<file path="src/core/sepw_defines.svh">
// constants of the serial eeprom write-protect and status block
// assumes a 100 MHz system clock and an spi bus in mode 0 or 3
`ifndef SEPW_DEFINES_SVH
`define SEPW_DEFINES_SVH

`define SYS_CLK_NS 10
`define POWERUP_WRITE_DELAY_NS 1000000
`define PU_CNT_W 24
`define BIT_CNT_W 16
`define LEN_W 13

// status byte layout, msb shifted first
`define SR_LOCK 7
`define SR_END 6
`define SR_SPARE 5
`define SR_GUARD_HI 4
`define SR_GUARD_LO 2
`define SR_WEL 1
`define SR_BUSY 0
`define SR_SPARE_VAL 1'h0
`define GUARD_NONE 3'h0
`define GUARD_ALL 3'h7

// synchroniser lanes and their idle levels
`define PIN_SCK 0
`define PIN_CS 1
`define PIN_MOSI 2
`define PIN_WP 3
`define PIN_HOLD 4
`define PIN_COUNT 5
`define PIN_IDLE 5'h1A

// instruction codes
`define OP_STATUS_WRITE_CMD 8'h01
`define OP_PP 8'h02
`define OP_WRDI 8'h04
`define OP_STATUS_READ_CMD 8'h05
`define OP_LATCH_ARM_CMD 8'h06
`define OP_PW 8'h0A
`define OP_SE 8'h20
`define OP_RELEASE 8'hAB
`define OP_DPD 8'hB9
`define OP_CE 8'hC7
`define OP_BE 8'hD8
`define OP_PE 8'hDB

// instruction lengths and byte positions, in whole bytes
`define LEN_OPCODE 13'h1
`define LEN_STATUS_WRITE_CMD 13'h2
`define LEN_ADDR_CMD 13'h4
`define LEN_PROG 13'h5
`define BYTE_OPCODE 13'h0
`define BYTE_SR_DATA 13'h1
`define BYTE_ADDR_LAST 13'h3

// array geometry: 64 blocks of 64 KB
`define BLK_HI 21
`define BLK_LO 16
`define BLK_W 6
`endif

</file>
<file path="src/core/sepw_pkg.sv">
// types of the serial eeprom write-protect and status block
// assumes sepw_defines.svh is on the include path
`include "sepw_defines.svh"
package sepw_pkg;

   // gray along idle -> shift -> hold
   typedef enum logic [1:0] {
      ST_IDLE = 2'h0,
      ST_SHIFT = 2'h1,
      ST_HOLD = 2'h3
   } sepw_state_e;

   typedef struct packed {
      sepw_state_e st;
      logic [`BIT_CNT_W-1:0] bitCnt;
      logic [7:0] shiftIn;
      logic [7:0] opcode;
      logic [23:0] addr;
      logic [7:0] srData;
      logic lockBit;
      logic endSel;
      logic [2:0] guardCode;
      logic modify_enable_latch;
      logic cycleBusy;
      logic puBusy;
      logic [`PU_CNT_W-1:0] puCnt;
      logic deepPd;
      logic misoQ;
      logic misoOeN;
      logic start;
      logic [7:0] startOp;
      logic [23:0] startAddr;
   } sepw_core_s;

endpackage

</file>
<file path="src/core/sepw_core.sv">
// write-protect, status byte and instruction gate of a serial eeprom
// assumes spi mode 0/3 pins sampled by sys_clk, which must run at least
// six times faster than the serial clock; the array engine outside
// takes cycleStart and answers with cycleDone when the cycle ends.
//
// Notes on behaviour
// - modify and status writes need a bit count that is a multiple of eight
// - chip select must rise between last bit edge and the next; else nothing
// - modify instructions need the enable latch set by the arm command
// - in deep power-down every program and erase command is ignored
// - end select 0 guards from the array top, 1 from the bottom
// - code 000 none, 001..110 64 KB doubling to 2 MB, 111 all 4 MB
// - erase accepted only when all three guard code bits are zero
// - lock bit set and write-protect pin low freezes bits, refuses status writes
// - pin high or lock bit clear lets status be written with latch set
// - writes into the guarded area refused, unguarded area accepted
// - status byte: lock, end, zero, guard code, latch, busy; msb first
// - status read repeats the status byte while chip select stays low
// - status write updates only lock, end select and guard code bits
// - arm sets latch; power-up and completed modify or disarm clear it
// - busy during internal cycle; only status read served; cleared at end
// - busy also stands while the power-up sequence runs
// - power-on reset and power-up timer block modify operations
// - as shipped end select and guard code are zero, array unguarded
// - power-on clears latch and cycle busy, sets busy for the power-up timer, keeps nonvolatile bits
// - deselect during hold abandons the instruction; latch, busy, power-down and nonvolatile bits survive
`timescale 1ns/1ps
`include "sepw_defines.svh"
module sepw_core #(
   parameter int PUW_CYCLES =
      (`POWERUP_WRITE_DELAY_NS + `SYS_CLK_NS - 1) / `SYS_CLK_NS
)(
   input wire logic sys_clk,
   input wire logic rst,
   input wire logic powerOn, // supply crossed the reset threshold again
   input wire logic sckPin,
   input wire logic csNPin,
   input wire logic mosiPin,
   input wire logic wpNPin,
   input wire logic holdNPin,
   input wire logic cycleDone,
   output logic misoOut,
   output logic misoOeN,
   output logic cycleStart,
   output logic [7:0] cycleOpcode,
   output logic [23:0] cycleAddr,
   output logic [7:0] statusByte,
   output logic deepPowerDown
);
   sepw_pkg::sepw_core_s q;
   sepw_pkg::sepw_core_s d;

   logic [`PIN_COUNT-1:0] pinLevel;
   logic [`PIN_COUNT-1:0] pinRise;
   logic [`PIN_COUNT-1:0] pinFall;
   logic guardHit;
   logic aligned;
   logic [`LEN_W-1:0] nBytes;
   logic busy;
   logic pinGuard;
   logic [7:0] inByte;
   logic [`LEN_W-1:0] byteIdx;
   logic [7:0] curStatus;

   // status byte as seen on the bus and at the port
   function automatic logic [7:0] statusOf(input sepw_pkg::sepw_core_s s);
      logic [7:0] v;
      v = 8'h00;
      v[`SR_LOCK] = s.lockBit;
      v[`SR_END] = s.endSel;
      v[`SR_SPARE] = `SR_SPARE_VAL;
      v[`SR_GUARD_HI:`SR_GUARD_LO] = s.guardCode;
      v[`SR_WEL] = s.modify_enable_latch;
      v[`SR_BUSY] = s.cycleBusy | s.puBusy;
      return v;
   endfunction

   sepw_pin_sync #(
      .WIDTH(`PIN_COUNT),
      .IDLE(`PIN_IDLE)
   ) u_sync (
      .sys_clk(sys_clk),
      .rst(rst),
      .pinIn({holdNPin, wpNPin, mosiPin, csNPin, sckPin}),
      .pinLevel(pinLevel),
      .pinRise(pinRise),
      .pinFall(pinFall)
   );

   // guard check looks at the address gathered for this instruction
   sepw_guard_map u_guard (
      .addr(q.addr),
      .endSel(q.endSel),
      .guardCode(q.guardCode),
      .guardHit(guardHit)
   );

   // next-state logic for the whole block
   always_comb begin
      d = q;
      d.start = 1'h0;
      aligned = (q.bitCnt[2:0] == 3'h0) && (q.bitCnt != '0);
      nBytes = q.bitCnt[`BIT_CNT_W-1:3];
      byteIdx = q.bitCnt[`BIT_CNT_W-1:3];
      busy = q.cycleBusy | q.puBusy;
      pinGuard = q.lockBit & ~pinLevel[`PIN_WP];
      inByte = {q.shiftIn[6:0], pinLevel[`PIN_MOSI]};
      // a function result cannot be bit-selected, so keep a copy
      curStatus = statusOf(q);

      // power-up timer; modify stays blocked until it expires
      if (q.puBusy) begin
         if (q.puCnt == `PU_CNT_W'(PUW_CYCLES - 1)) begin
            d.puBusy = 1'h0;
         end else begin
            d.puCnt = q.puCnt + `PU_CNT_W'(1);
         end
      end

      // end of the internal cycle frees the device and disarms it
      if (q.cycleBusy && cycleDone) begin
         d.cycleBusy = 1'h0;
         d.modify_enable_latch = 1'h0;
      end

      case (q.st)
         sepw_pkg::ST_IDLE: begin
            d.misoOeN = 1'h1;
            // selection is edge-sensitive: a low level alone is not enough
            if (pinFall[`PIN_CS]) begin
               d.st = sepw_pkg::ST_SHIFT;
               d.bitCnt = '0;
               d.shiftIn = 8'h00;
               d.opcode = 8'h00;
               d.addr = 24'h000000;
               d.srData = 8'h00;
            end
         end
         sepw_pkg::ST_SHIFT: begin
            if (pinRise[`PIN_CS]) begin
               // execution only at deselect, so a late raise counts an
               // extra edge and spoils the byte alignment
               d.st = sepw_pkg::ST_IDLE;
               d.misoOeN = 1'h1;
               if (!busy && aligned && q.deepPd) begin
                  // only the release command is heard in deep power-down
                  if (q.opcode == `OP_RELEASE && nBytes == `LEN_OPCODE) begin
                     d.deepPd = 1'h0;
                  end
               end else if (!busy && aligned) begin
                  case (q.opcode)
                     `OP_LATCH_ARM_CMD: begin
                        if (nBytes == `LEN_OPCODE) begin
                           d.modify_enable_latch = 1'h1;
                        end
                     end
                     `OP_WRDI: begin
                        if (nBytes == `LEN_OPCODE) begin
                           d.modify_enable_latch = 1'h0;
                        end
                     end
                     `OP_DPD: begin
                        if (nBytes == `LEN_OPCODE) begin
                           d.deepPd = 1'h1;
                        end
                     end
                     `OP_STATUS_WRITE_CMD: begin
                        // refused in pin guard mode or with latch clear
                        if (q.modify_enable_latch && !pinGuard &&
                            nBytes >= `LEN_STATUS_WRITE_CMD) begin
                           d.lockBit = q.srData[`SR_LOCK];
                           d.endSel = q.srData[`SR_END];
                           d.guardCode =
                              q.srData[`SR_GUARD_HI:`SR_GUARD_LO];
                           d.start = 1'h1;
                           d.cycleBusy = 1'h1;
                           d.startOp = q.opcode;
                           d.startAddr = q.addr;
                        end
                     end
                     `OP_PP, `OP_PW: begin
                        if (q.modify_enable_latch && !guardHit &&
                            nBytes >= `LEN_PROG) begin
                           d.start = 1'h1;
                           d.cycleBusy = 1'h1;
                           d.startOp = q.opcode;
                           d.startAddr = q.addr;
                        end
                     end
                     `OP_PE, `OP_SE, `OP_BE: begin
                        if (q.modify_enable_latch && q.guardCode == `GUARD_NONE &&
                            nBytes == `LEN_ADDR_CMD) begin
                           d.start = 1'h1;
                           d.cycleBusy = 1'h1;
                           d.startOp = q.opcode;
                           d.startAddr = q.addr;
                        end
                     end
                     `OP_CE: begin
                        if (q.modify_enable_latch && q.guardCode == `GUARD_NONE &&
                            nBytes == `LEN_OPCODE) begin
                           d.start = 1'h1;
                           d.cycleBusy = 1'h1;
                           d.startOp = q.opcode;
                           d.startAddr = 24'h000000;
                        end
                     end
                     default: begin
                        d.st = sepw_pkg::ST_IDLE;
                     end
                  endcase
               end
            end else if (!pinLevel[`PIN_HOLD] && !pinLevel[`PIN_SCK]) begin
               // pause: output floats, clock and data are don't care
               d.st = sepw_pkg::ST_HOLD;
               d.misoOeN = 1'h1;
            end else if (pinRise[`PIN_SCK]) begin
               d.shiftIn = inByte;
               // saturating count; a saturated count is never aligned
               if (q.bitCnt != '1) begin
                  d.bitCnt = q.bitCnt + `BIT_CNT_W'(1);
               end
               if (q.bitCnt[2:0] == 3'h7) begin
                  if (byteIdx == `BYTE_OPCODE) begin
                     d.opcode = inByte;
                  end else if (byteIdx <= `BYTE_ADDR_LAST) begin
                     d.addr = {q.addr[15:0], inByte};
                  end
                  if (byteIdx == `BYTE_SR_DATA) begin
                     d.srData = inByte;
                  end
               end
            end else if (pinFall[`PIN_SCK]) begin
               // shift status out on falling edges, byte after byte
               if (q.opcode == `OP_STATUS_READ_CMD && q.bitCnt >= `BIT_CNT_W'(8)) begin
                  d.misoQ = curStatus[3'h7 - q.bitCnt[2:0]];
                  d.misoOeN = 1'h0;
               end
            end
         end
         sepw_pkg::ST_HOLD: begin
            d.misoOeN = 1'h1;
            if (pinRise[`PIN_CS]) begin
               // abandon the instruction; latch and busy survive
               d.st = sepw_pkg::ST_IDLE;
               d.bitCnt = '0;
               d.opcode = 8'h00;
               d.addr = 24'h000000;
            end else if (pinLevel[`PIN_HOLD] && !pinLevel[`PIN_SCK]) begin
               d.st = sepw_pkg::ST_SHIFT;
               d.misoOeN = ~(q.opcode == `OP_STATUS_READ_CMD &&
                             q.bitCnt >= `BIT_CNT_W'(8));
            end
         end
         default: begin
            d.st = sepw_pkg::ST_IDLE;
         end
      endcase

      // a new supply ramp restarts the timer and wipes volatile bits only
      if (powerOn) begin
         d.st = sepw_pkg::ST_IDLE;
         d.modify_enable_latch = 1'h0;
         d.cycleBusy = 1'h0;
         d.puBusy = 1'h1;
         d.puCnt = '0;
         d.deepPd = 1'h0;
         d.start = 1'h0;
         d.misoOeN = 1'h1;
      end
   end

   // rst is the factory first start: guard bits come up unguarded
   always_ff @(posedge sys_clk) begin
      if (rst) begin
         q.st <= sepw_pkg::ST_IDLE;
         q.bitCnt <= '0;
         q.shiftIn <= 8'h00;
         q.opcode <= 8'h00;
         q.addr <= 24'h000000;
         q.srData <= 8'h00;
         q.lockBit <= 1'h0;
         q.endSel <= 1'h0;
         q.guardCode <= `GUARD_NONE;
         q.modify_enable_latch <= 1'h0;
         q.cycleBusy <= 1'h0;
         q.puBusy <= 1'h1;
         q.puCnt <= '0;
         q.deepPd <= 1'h0;
         q.misoQ <= 1'h0;
         q.misoOeN <= 1'h1;
         q.start <= 1'h0;
         q.startOp <= 8'h00;
         q.startAddr <= 24'h000000;
      end else begin
         q <= d;
      end
   end

   // outputs straight from the state register
   assign misoOut = q.misoQ;
   assign misoOeN = q.misoOeN;
   assign cycleStart = q.start;
   assign cycleOpcode = q.startOp;
   assign cycleAddr = q.startAddr;
   assign statusByte = statusOf(q);
   assign deepPowerDown = q.deepPd;
endmodule

</file>
<file path="src/core/sepw_pin_sync.sv">
// three-stage synchroniser with agreement filter for the spi pins
// assumes pins are asynchronous to sys_clk; outputs are on sys_clk
`timescale 1ns/1ps
`include "sepw_defines.svh"
module sepw_pin_sync #(
   parameter int WIDTH = `PIN_COUNT,
   parameter logic [WIDTH-1:0] IDLE = `PIN_IDLE
)(
   input wire logic sys_clk,
   input wire logic rst,
   input wire logic [WIDTH-1:0] pinIn,
   output logic [WIDTH-1:0] pinLevel,
   output logic [WIDTH-1:0] pinRise,
   output logic [WIDTH-1:0] pinFall
);
   typedef struct packed {
      logic [WIDTH-1:0] s1;
      logic [WIDTH-1:0] s2;
      logic [WIDTH-1:0] s3;
      logic [WIDTH-1:0] lvl;
      logic [WIDTH-1:0] rise;
      logic [WIDTH-1:0] fall;
   } sepw_sync_s;

   sepw_sync_s q;
   sepw_sync_s d;

   // a level counts only once stages two and three agree
   always_comb begin
      d = q;
      d.s1 = pinIn;
      d.s2 = q.s1;
      d.s3 = q.s2;
      for (int i = 0; i < WIDTH; i++) begin
         if (q.s2[i] == q.s3[i]) begin
            d.lvl[i] = q.s3[i];
         end
      end
      d.rise = d.lvl & ~q.lvl;
      d.fall = ~d.lvl & q.lvl;
   end

   always_ff @(posedge sys_clk) begin
      if (rst) begin
         q <= '{IDLE, IDLE, IDLE, IDLE, '0, '0};
      end else begin
         q <= d;
      end
   end

   assign pinLevel = q.lvl;
   assign pinRise = q.rise;
   assign pinFall = q.fall;
endmodule

</file>
<file path="src/core/sepw_guard_map.sv">
// maps an array address onto the block-protect area
// assumes a 4 MB array of 64 blocks; purely combinational
`timescale 1ns/1ps
`include "sepw_defines.svh"
module sepw_guard_map (
   input wire logic [23:0] addr,
   input wire logic endSel,
   input wire logic [2:0] guardCode,
   output logic guardHit
);
   // protected span in blocks doubles per code step
   function automatic logic inGuard(input logic [`BLK_W-1:0] blk,
                                    input logic fromBottom,
                                    input logic [2:0] code);
      logic [`BLK_W:0] span;
      logic [`BLK_W:0] top;
      span = (`BLK_W+1)'(1) << (code - 3'h1);
      top = (`BLK_W+1)'(blk) + span;
      if (code == `GUARD_NONE) begin
         return 1'h0;
      end else if (code == `GUARD_ALL) begin
         return 1'h1;
      end else if (fromBottom) begin
         return (`BLK_W+1)'(blk) < span;
      end else begin
         return top[`BLK_W];
      end
   endfunction

   // top end: block + span overflows past the last block
   assign guardHit = inGuard(addr[`BLK_HI:`BLK_LO], endSel, guardCode);
endmodule

</file>
<file path="config.mk">
export PLATFORM = sky130hd
export DESIGN_NAME = sepw_core
export DESIGN_NICKNAME = d
export VERILOG_FILES = /design/src/core/sepw_pkg.sv /design/src/core/sepw_core.sv /design/src/core/sepw_pin_sync.sv /design/src/core/sepw_guard_map.sv
export VERILOG_INCLUDE_DIRS = /design/src /design/src/core
export SDC_FILE = /design/constraint.sdc
export NUM_CORES = 1
export LEC_CHECK = 0
export ABC_AREA = 0
export BUFFER_PORTS_ARGS = -buffer_cell sky130_fd_sc_hd__buf_4
export CAP_MARGIN = 20
export CORE_MARGIN = 3
export CORE_UTILIZATION = 40
export CTS_CLUSTER_SIZE = 30
export DETAILED_ROUTE_END_ITERATION = 10
export PLACE_DENSITY_LB_ADDON = 0.08
export REMOVE_ABC_BUFFERS = 1
export SYNTH_ARGS = -nofsm -noshare
export SYNTH_HDL_FRONTEND = slang
export SYNTH_SLANG_ARGS = --single-unit
</file>
<file path="constraint.sdc">
create_clock -name sys_clk -period 7.1 [get_ports sys_clk]
set_input_delay 1.065 -clock sys_clk [delete_from_list [all_inputs] [get_ports sys_clk]]
set_output_delay 1.065 -clock sys_clk [all_outputs]
set_load 0.005 [all_outputs]
</file>
; ---- Word-level counts from Yosys, hierarchy flattened
; Index checks and enable logic that the tools add are counted.
[op_classes]
reduce_logical = 47
bitwise = 15
n_eq_ne = 46
order_cmp = 6
n_addsub = 5
n_mul = 0
shifts = 1
muxes = 65
n_div = 0
[ops]
columns = cell, count
row1 = 2-to-1 mux 64 bit, 3
row2 = 2-to-1 mux 33 bit, 4
row3 = one-hot mux 33 bit (4 select lines), 1
row4 = one-hot mux 32 bit (3 select lines), 1
row5 = 2-to-1 mux 24 bit, 3
row6 = 2-to-1 mux 66 bit, 1
row7 = one-hot mux 16 bit (3 select lines), 1
row8 = == test 8 bit (second input constant), 5
row9 = 2-to-1 mux 40 bit, 1
row10 = 2-to-1 mux 16 bit, 2
row11 = 2-to-1 mux 32 bit, 1
row12 = 2-to-1 mux 1 bit, 28
row13 = 2-to-1 mux 25 bit, 1
row14 = adder 24 x 1 -> 24 bit (second input constant), 1
row15 = == test 24 x 17 -> 1 bit (second input constant), 1
row16 = == test 8 x 3 -> 1 bit (second input constant), 3
row17 = != test 2 bit (second input constant), 12
row18 = 2-to-1 mux 2 bit, 9
row19 = AND reduction 6 bit, 3
row20 = AND reduction 9 bit, 2
row21 = adder 16 x 1 -> 16 bit (second input constant), 1
row22 = greater-or-equal comparator 16 x 4 -> 1 bit (second input constant), 1
row23 = 2-to-1 mux 8 bit, 2
row24 = != test 16 bit (second input constant), 1
row25 = 53 further kinds, 97
[word_totals]
regBits = 157
latch_bits = 0
romBits = 0
word_cells = 210
mem_bits_rw = 0
output_inout_bits = 44
input_bits = 9
memories = 0

; ---- Longest topological paths before layout
[depth]
ltp_word = 15
depth_mapped = 13
ltp_nobuf = 10

; ---- Hierarchy
; Synthesis repeated with hierarchy kept, for this count alone.
[unflattened]
cells_unflattened = 865
area_unflattened_um2 = 7698.6
[modules_own_cells]
columns = module, seq_area_each_um2, area_each_um2, n_inst, cells_per_inst
row1 = sepw_core, 2602.5, 6327.3, 1, 726
row2 = sepw_pin_sync, 600.6, 1004.7, 1, 90
row3 = sepw_guard_map, 0.0, 366.6, 1, 49

; ---- Least setup slack after synthesis
; OpenSTA, ideal clock, no wires.
[synth_path]
path_kind = register to register
startpoint = register, netlist name statusByte[4]
endpoint = register q (netlist bit cycleAddr[19])
setup_slack_ps = 4106
path_buffers = 3
arrival_ps = 2922
path_stages_with_launch = 13
synth_period_minus_slack_ps = 2994
setup_ps = 72
required_time_ps = 7028
path_cell_list = dfxtp_1 > clkbuf_1 > inv_1 > or3_1 > ha_1 > nor2_1 > a2111oi_0 > o41ai_1 > a31oi_2 > o211a_1 > buf_6 > buf_6 > mux2i_1
[synth_via]
elab_chain_len = 11
elab_cells_between_ends = 19
cone_classes = add/sub: 2 / order compare: 1 / eq/ne: 4 / shift: 1 / mux: 3 / reduce/logical: 8
[synth_lines]
columns = element, line_no
row1 = subtractor 3 x 1 -> 3 bit, sepw_guard_map.sv:17  ; span = (`BLK_W+1)'(1) << (code - 3'h1);
row2 = << shifter 1 x 3 -> 7 bit, sepw_guard_map.sv:17
row3 = adder 6 x 7 -> 7 bit / < comparator 6 x 7 -> 1 bit (equally long branches), "sepw_guard_map.sv:18, sepw_guard_map.sv:24"
row4 = 2-to-1 mux 1 bit, sepw_guard_map.sv:23  ; end else if (fromBottom) begin
row5 = 2-to-1 mux 1 bit, sepw_guard_map.sv:21  ; end else if (code == `GUARD_ALL) begin
row6 = 2-to-1 mux 1 bit, sepw_guard_map.sv:19  ; if (code == `GUARD_NONE) begin
row7 = zero test 1 bit, sepw_core.sv:182  ; if (q.modify_enable_latch && !guardHit &&
row8 = logical AND 1 bit, sepw_core.sv:182
row9 = logical AND 1 bit (no source line), --
row10 = != test 2 bit (no source line), --
row11 = AND reduction 9 bit (no source line) *, --
row12 = to (decl), sepw_core.sv:50  ; sepw_pkg::sepw_core_s q;
; Every way passes the cells marked *; elsewhere a longest branch is shown, timed or not.
; A chain may end at the register's enable or synchronous reset.

; ---- Final worst setup path
[layout_path]
startpoint = register, netlist name statusByte[2]
endpoint = register q (netlist bit cycleAddr[23])
[layout_via]
elab_chain_len = 11
elab_cells_between_ends = 19
cone_classes = add/sub: 2 / order compare: 1 / eq/ne: 4 / shift: 1 / mux: 3 / reduce/logical: 8
[layout_lines]
columns = element, line_no
row1 = subtractor 3 x 1 -> 3 bit, sepw_guard_map.sv:17
row2 = << shifter 1 x 3 -> 7 bit, sepw_guard_map.sv:17
row3 = adder 6 x 7 -> 7 bit / < comparator 6 x 7 -> 1 bit (equally long branches), "sepw_guard_map.sv:18, sepw_guard_map.sv:24"
row4 = 2-to-1 mux 1 bit, sepw_guard_map.sv:23
row5 = 2-to-1 mux 1 bit, sepw_guard_map.sv:21
row6 = 2-to-1 mux 1 bit, sepw_guard_map.sv:19
row7 = zero test 1 bit, sepw_core.sv:182
row8 = logical AND 1 bit, sepw_core.sv:182
row9 = logical AND 1 bit (no source line), --
row10 = != test 2 bit (no source line), --
row11 = AND reduction 9 bit (no source line) *, --
; Marks and branches as above.

==> qor.csv <==
metric,value,unit
CTS tree,yes,
cell area after layout,0.00848,mm²
htree depth,4,
DIE AREA,0.0207,mm²
FF-to-FF End,cycleAddr[23]$_SDFFE_PP0P_,
setup slack after layout,3.26,ns
Hold Crit Class,reg2reg,
Ys Warns,0,
DRC viols,0,
Hold Buf Count CTS,0,
critical path type,reg2reg,
setup_tns,0,ns
FF-to-FF setup slack,3.26,ns
"non-filler cells, final",1080,
Mapped Cells,847,
CP Launch Type,flip-flop,
Max-Cap Viols,0,
fillers,1760,
Hold Fails Final Rpt,0,
Routability Congestion,0.770,
CP arrival,4.18,ns
status,"finished, final reports clean",
Sw Pwr,0.385,mW
first-pass GRT wire length,27.8,mm
initial antenna violation count,0,
R2R depth,10,
hold_ws,0.410,ns
drt initial violations,285,
# resized after CTS,0,
sw frac,20.2,%
initial core utilization,41.5,%
FMAX,0.260,GHz
hold depth,1,
Flop pwr share,45.5,%
"FF+latch count, synth",154,
cell count after placement,1048,
"Slowest-stage cell, CP",o211a_1,
# IOs,53,
global route overflow,0,
Max Clock Skew,0.00862,ns
Clock power frac,53.0,%
"Seq/Total Area, Yosys",40.6,%
Port Buf Inserts,51,
first-pass iteration count of the detailed router,4,
Slowest Stage Delay on Critical Path,0.90,ns
vias in the first global route,5344,
Most used DFF post-synth,dfxtp_1,
maximum fanout along the worst path,27,
Die W,144,µm
Detail Route Antenna Nets,0,
number of synthesized flops with an enable pin,0,
dpl cell area,0.00781,mm²
estimated wirelength of the detail-placed design,11.3,mm
drt wl/cell,15.5,µm
Power Dens Cells,225,mW/mm²
clock sinks,154,
Comb pwr share,1.5,%
Final min period,3.84,ns
Area Growth Syn to Fin,11.6,%
Final Max Slew Viols,0,
Final #Nets,862,
Leak,3.07,nW
Routed WL,16.7,mm
WP data required,7.44,ns
Mean Syn Cell Area,8.97,µm²
Total GRT Usage,16.7,%
Pwr Total,1.91,mW
via count,5609,
Least-Margin Pin Slew,1.02,ns
Mapped Area,0.00760,mm²
VDD IR max,0.170,mV
Worst Setup End Kind,flip-flop,
relative max-transition margin,32.0,%
vias per cell,5.19,
largest net degree at the start of global routing,88,
final period utilization,54.1,%
Final Util,46.3,%
Chip Height,144,µm
"Critical Path, Cell by Cell",inv_1 > or3_1 > ha_1 > nor2_1 > a2111oi_0 > o41ai_1 > a31oi_2 > buf_4 > o211a_1 > mux2i_1,
standard-cell row count,49,
"Clk pin slew, worst setup/hold paths",0.06,ns
Core Box Area,0.0183,mm²
hold path start,u_sync.d[24]$_SDFF_PP1_,
final setup fails,0,
worst hold path endpoint,u_sync.d[19]$_SDFF_PP1_,
RSZ-0062 raised after global routing,no,
Synth async-reset ratio,0,%
CTS Buffer Depth,2,
r2r startpoint,statusByte[2]$_SDFFE_PP0P_,
Skew-Pair Late Insertion Delay,0.42,ns
diode count,0,
Post CTS Setup Buffer Count,0,
TritonCTS buffer count,17,
layout cell share with drive strength beyond 1,13.9,%
Synth cell types,69,
pre-CTS setup slack,3.23,ns
Root Buffer,clkbuf_16,
P_int,1.53,mW
worst max path at each step:
stage	start	depth (start not counted)	end	slack, ns
2_1_floorplan	u_sync.pinRise[1]$_SDFF_PP0_	6	q[76]$_SDFFE_PP0P_	3.44
3_3_place_gp	statusByte[2]$_SDFFE_PP0P_	10	cycleAddr[6]$_SDFFE_PP0P_	3.51
3_5_place_dp	statusByte[2]$_SDFFE_PP0P_	10	cycleAddr[23]$_SDFFE_PP0P_	3.23
4_1_cts	statusByte[2]$_SDFFE_PP0P_	10	cycleAddr[23]$_SDFFE_PP0P_	3.22
5_1_grt	statusByte[2]$_SDFFE_PP0P_	10	cycleAddr[22]$_SDFFE_PP0P_	2.91
6_report	statusByte[2]$_SDFFE_PP0P_	10	cycleAddr[23]$_SDFFE_PP0P_	3.26
worst max-delay path: cells and delay by family, from the launching register on:
family,cells,cell delay [ns]
compound gates,4,1.71
simple gates,2,0.49
flops,1,0.48
buf+inv,2,0.46
fa+ha+maj,1,0.32
mux,1,0.28
power groups by stage:
| stage | clock [mW] | sequential (mW) | combinational, mW |
|---|---|---|---|
| 4_1_cts | 1.04 | 0.870 | 0.0291 |
| 3_3_place_gp | 0 | 0.889 | 0.0284 |
| 3_5_place_dp | 0 | 0.889 | 0.0292 |
| 6_report | 1.01 | 0.870 | 0.0286 |
| 2_1_floorplan | 0 | 0.889 | 0.0133 |
| 5_1_grt | 1.07 | 0.870 | 0.0320 |
kinds of logic after synthesis:
| kind of cell | count (synthesis) | share of synthesized area, % |
|---|---|---|
| xor gates and xnor gates | 32 | 3.69 |
| AOI/OAI and AO/OA | 105 | 9.28 |
| buffers and inverters | 109 | 7.88 |
| and+or+nand+nor | 345 | 24.5 |
| other | 1 | 0.0493 |
| DFF | 154 | 40.6 |
| muxes | 86 | 11.5 |
| adders and majority gates | 15 | 2.47 |
metal layers:
metal	part of all wire (%)	track usage [%]	up-vias	routed length, µm
li1	-	-	2863	-
met1	50	23.5	2626	8320
met2	45	25.6	99	7540
met3	3.5	4.06	21	583
met4	1.5	4.96	0	245
met5	0	0	-	0
sequential cells by signal, summed over array words and instances (netlist names):
signal	cells
cycleOpcode	8
u_sync.pinRise	2
statusByte	6
u_sync.q	5
u_sync.d	10
deepPowerDown	1
q	68
byteIdx	13
cycleAddr	24
misoOeN	1
cycleStart	1
u_sync.pinLevel	5
inByte	7
misoOut	1
u_sync.pinFall	2
cell usage after synthesis, types with 10 or more instances:
| cell | number | area (µm²) |
|---|---|---|
| dfxtp_1 | 154 | 3080 |
| nor2_1 | 102 | 383 |
| mux2i_1 | 83 | 831 |
| nand2b_1 | 54 | 338 |
| buf_4 | 41 | 308 |
| clkbuf_1 | 36 | 135 |
| a21oi_1 | 32 | 160 |
| and2_1 | 28 | 175 |
| nand2_1 | 26 | 97.6 |
| nand3_1 | 24 | 120 |
| inv_1 | 22 | 82.6 |
| nand4_1 | 19 | 119 |
| nor3_1 | 19 | 95.1 |
| xnor2_1 | 16 | 140 |
| xor2_1 | 16 | 140 |
| ha_1 | 15 | 188 |
| nor2b_1 | 14 | 87.6 |
| o21ai_0 | 14 | 70.1 |
| or2_2 | 14 | 87.6 |
| o211ai_1 | 11 | 82.6 |
| o21ai_1 | 10 | 50.1 |
final cells by class:
cell class | count | area (µm²) | area share, %
well taps | 229 | 287 | 3.38
clock buffers | 19 | 453 | 5.34
multi-input cells | 584 | 3920 | 46.2
clock inverters | 13 | 215 | 2.54
repair buffers | 58 | 435 | 5.13
flip-flops and latches | 154 | 3080 | 36.3
inverters | 23 | 86.3 | 1.02
placed cells by master, fill, tap and decap left out, drive strengths merged, types with 19 or more instances in the layout:
master | synthesis | layout
buf | 50 | 58
dfxtp | 154 | 154
and2 | 28 | 28
nor2 | 102 | 102
nand3 | 24 | 24
a21oi | 32 | 32
nand2 | 27 | 27
mux2i | 83 | 83
clkbuf | 36 | 19
nor3 | 20 | 20
nand4 | 19 | 19
inv | 22 | 24
nand2b | 54 | 54
o21ai | 24 | 24
Note: power is estimated with default switching activity, not from simulation.
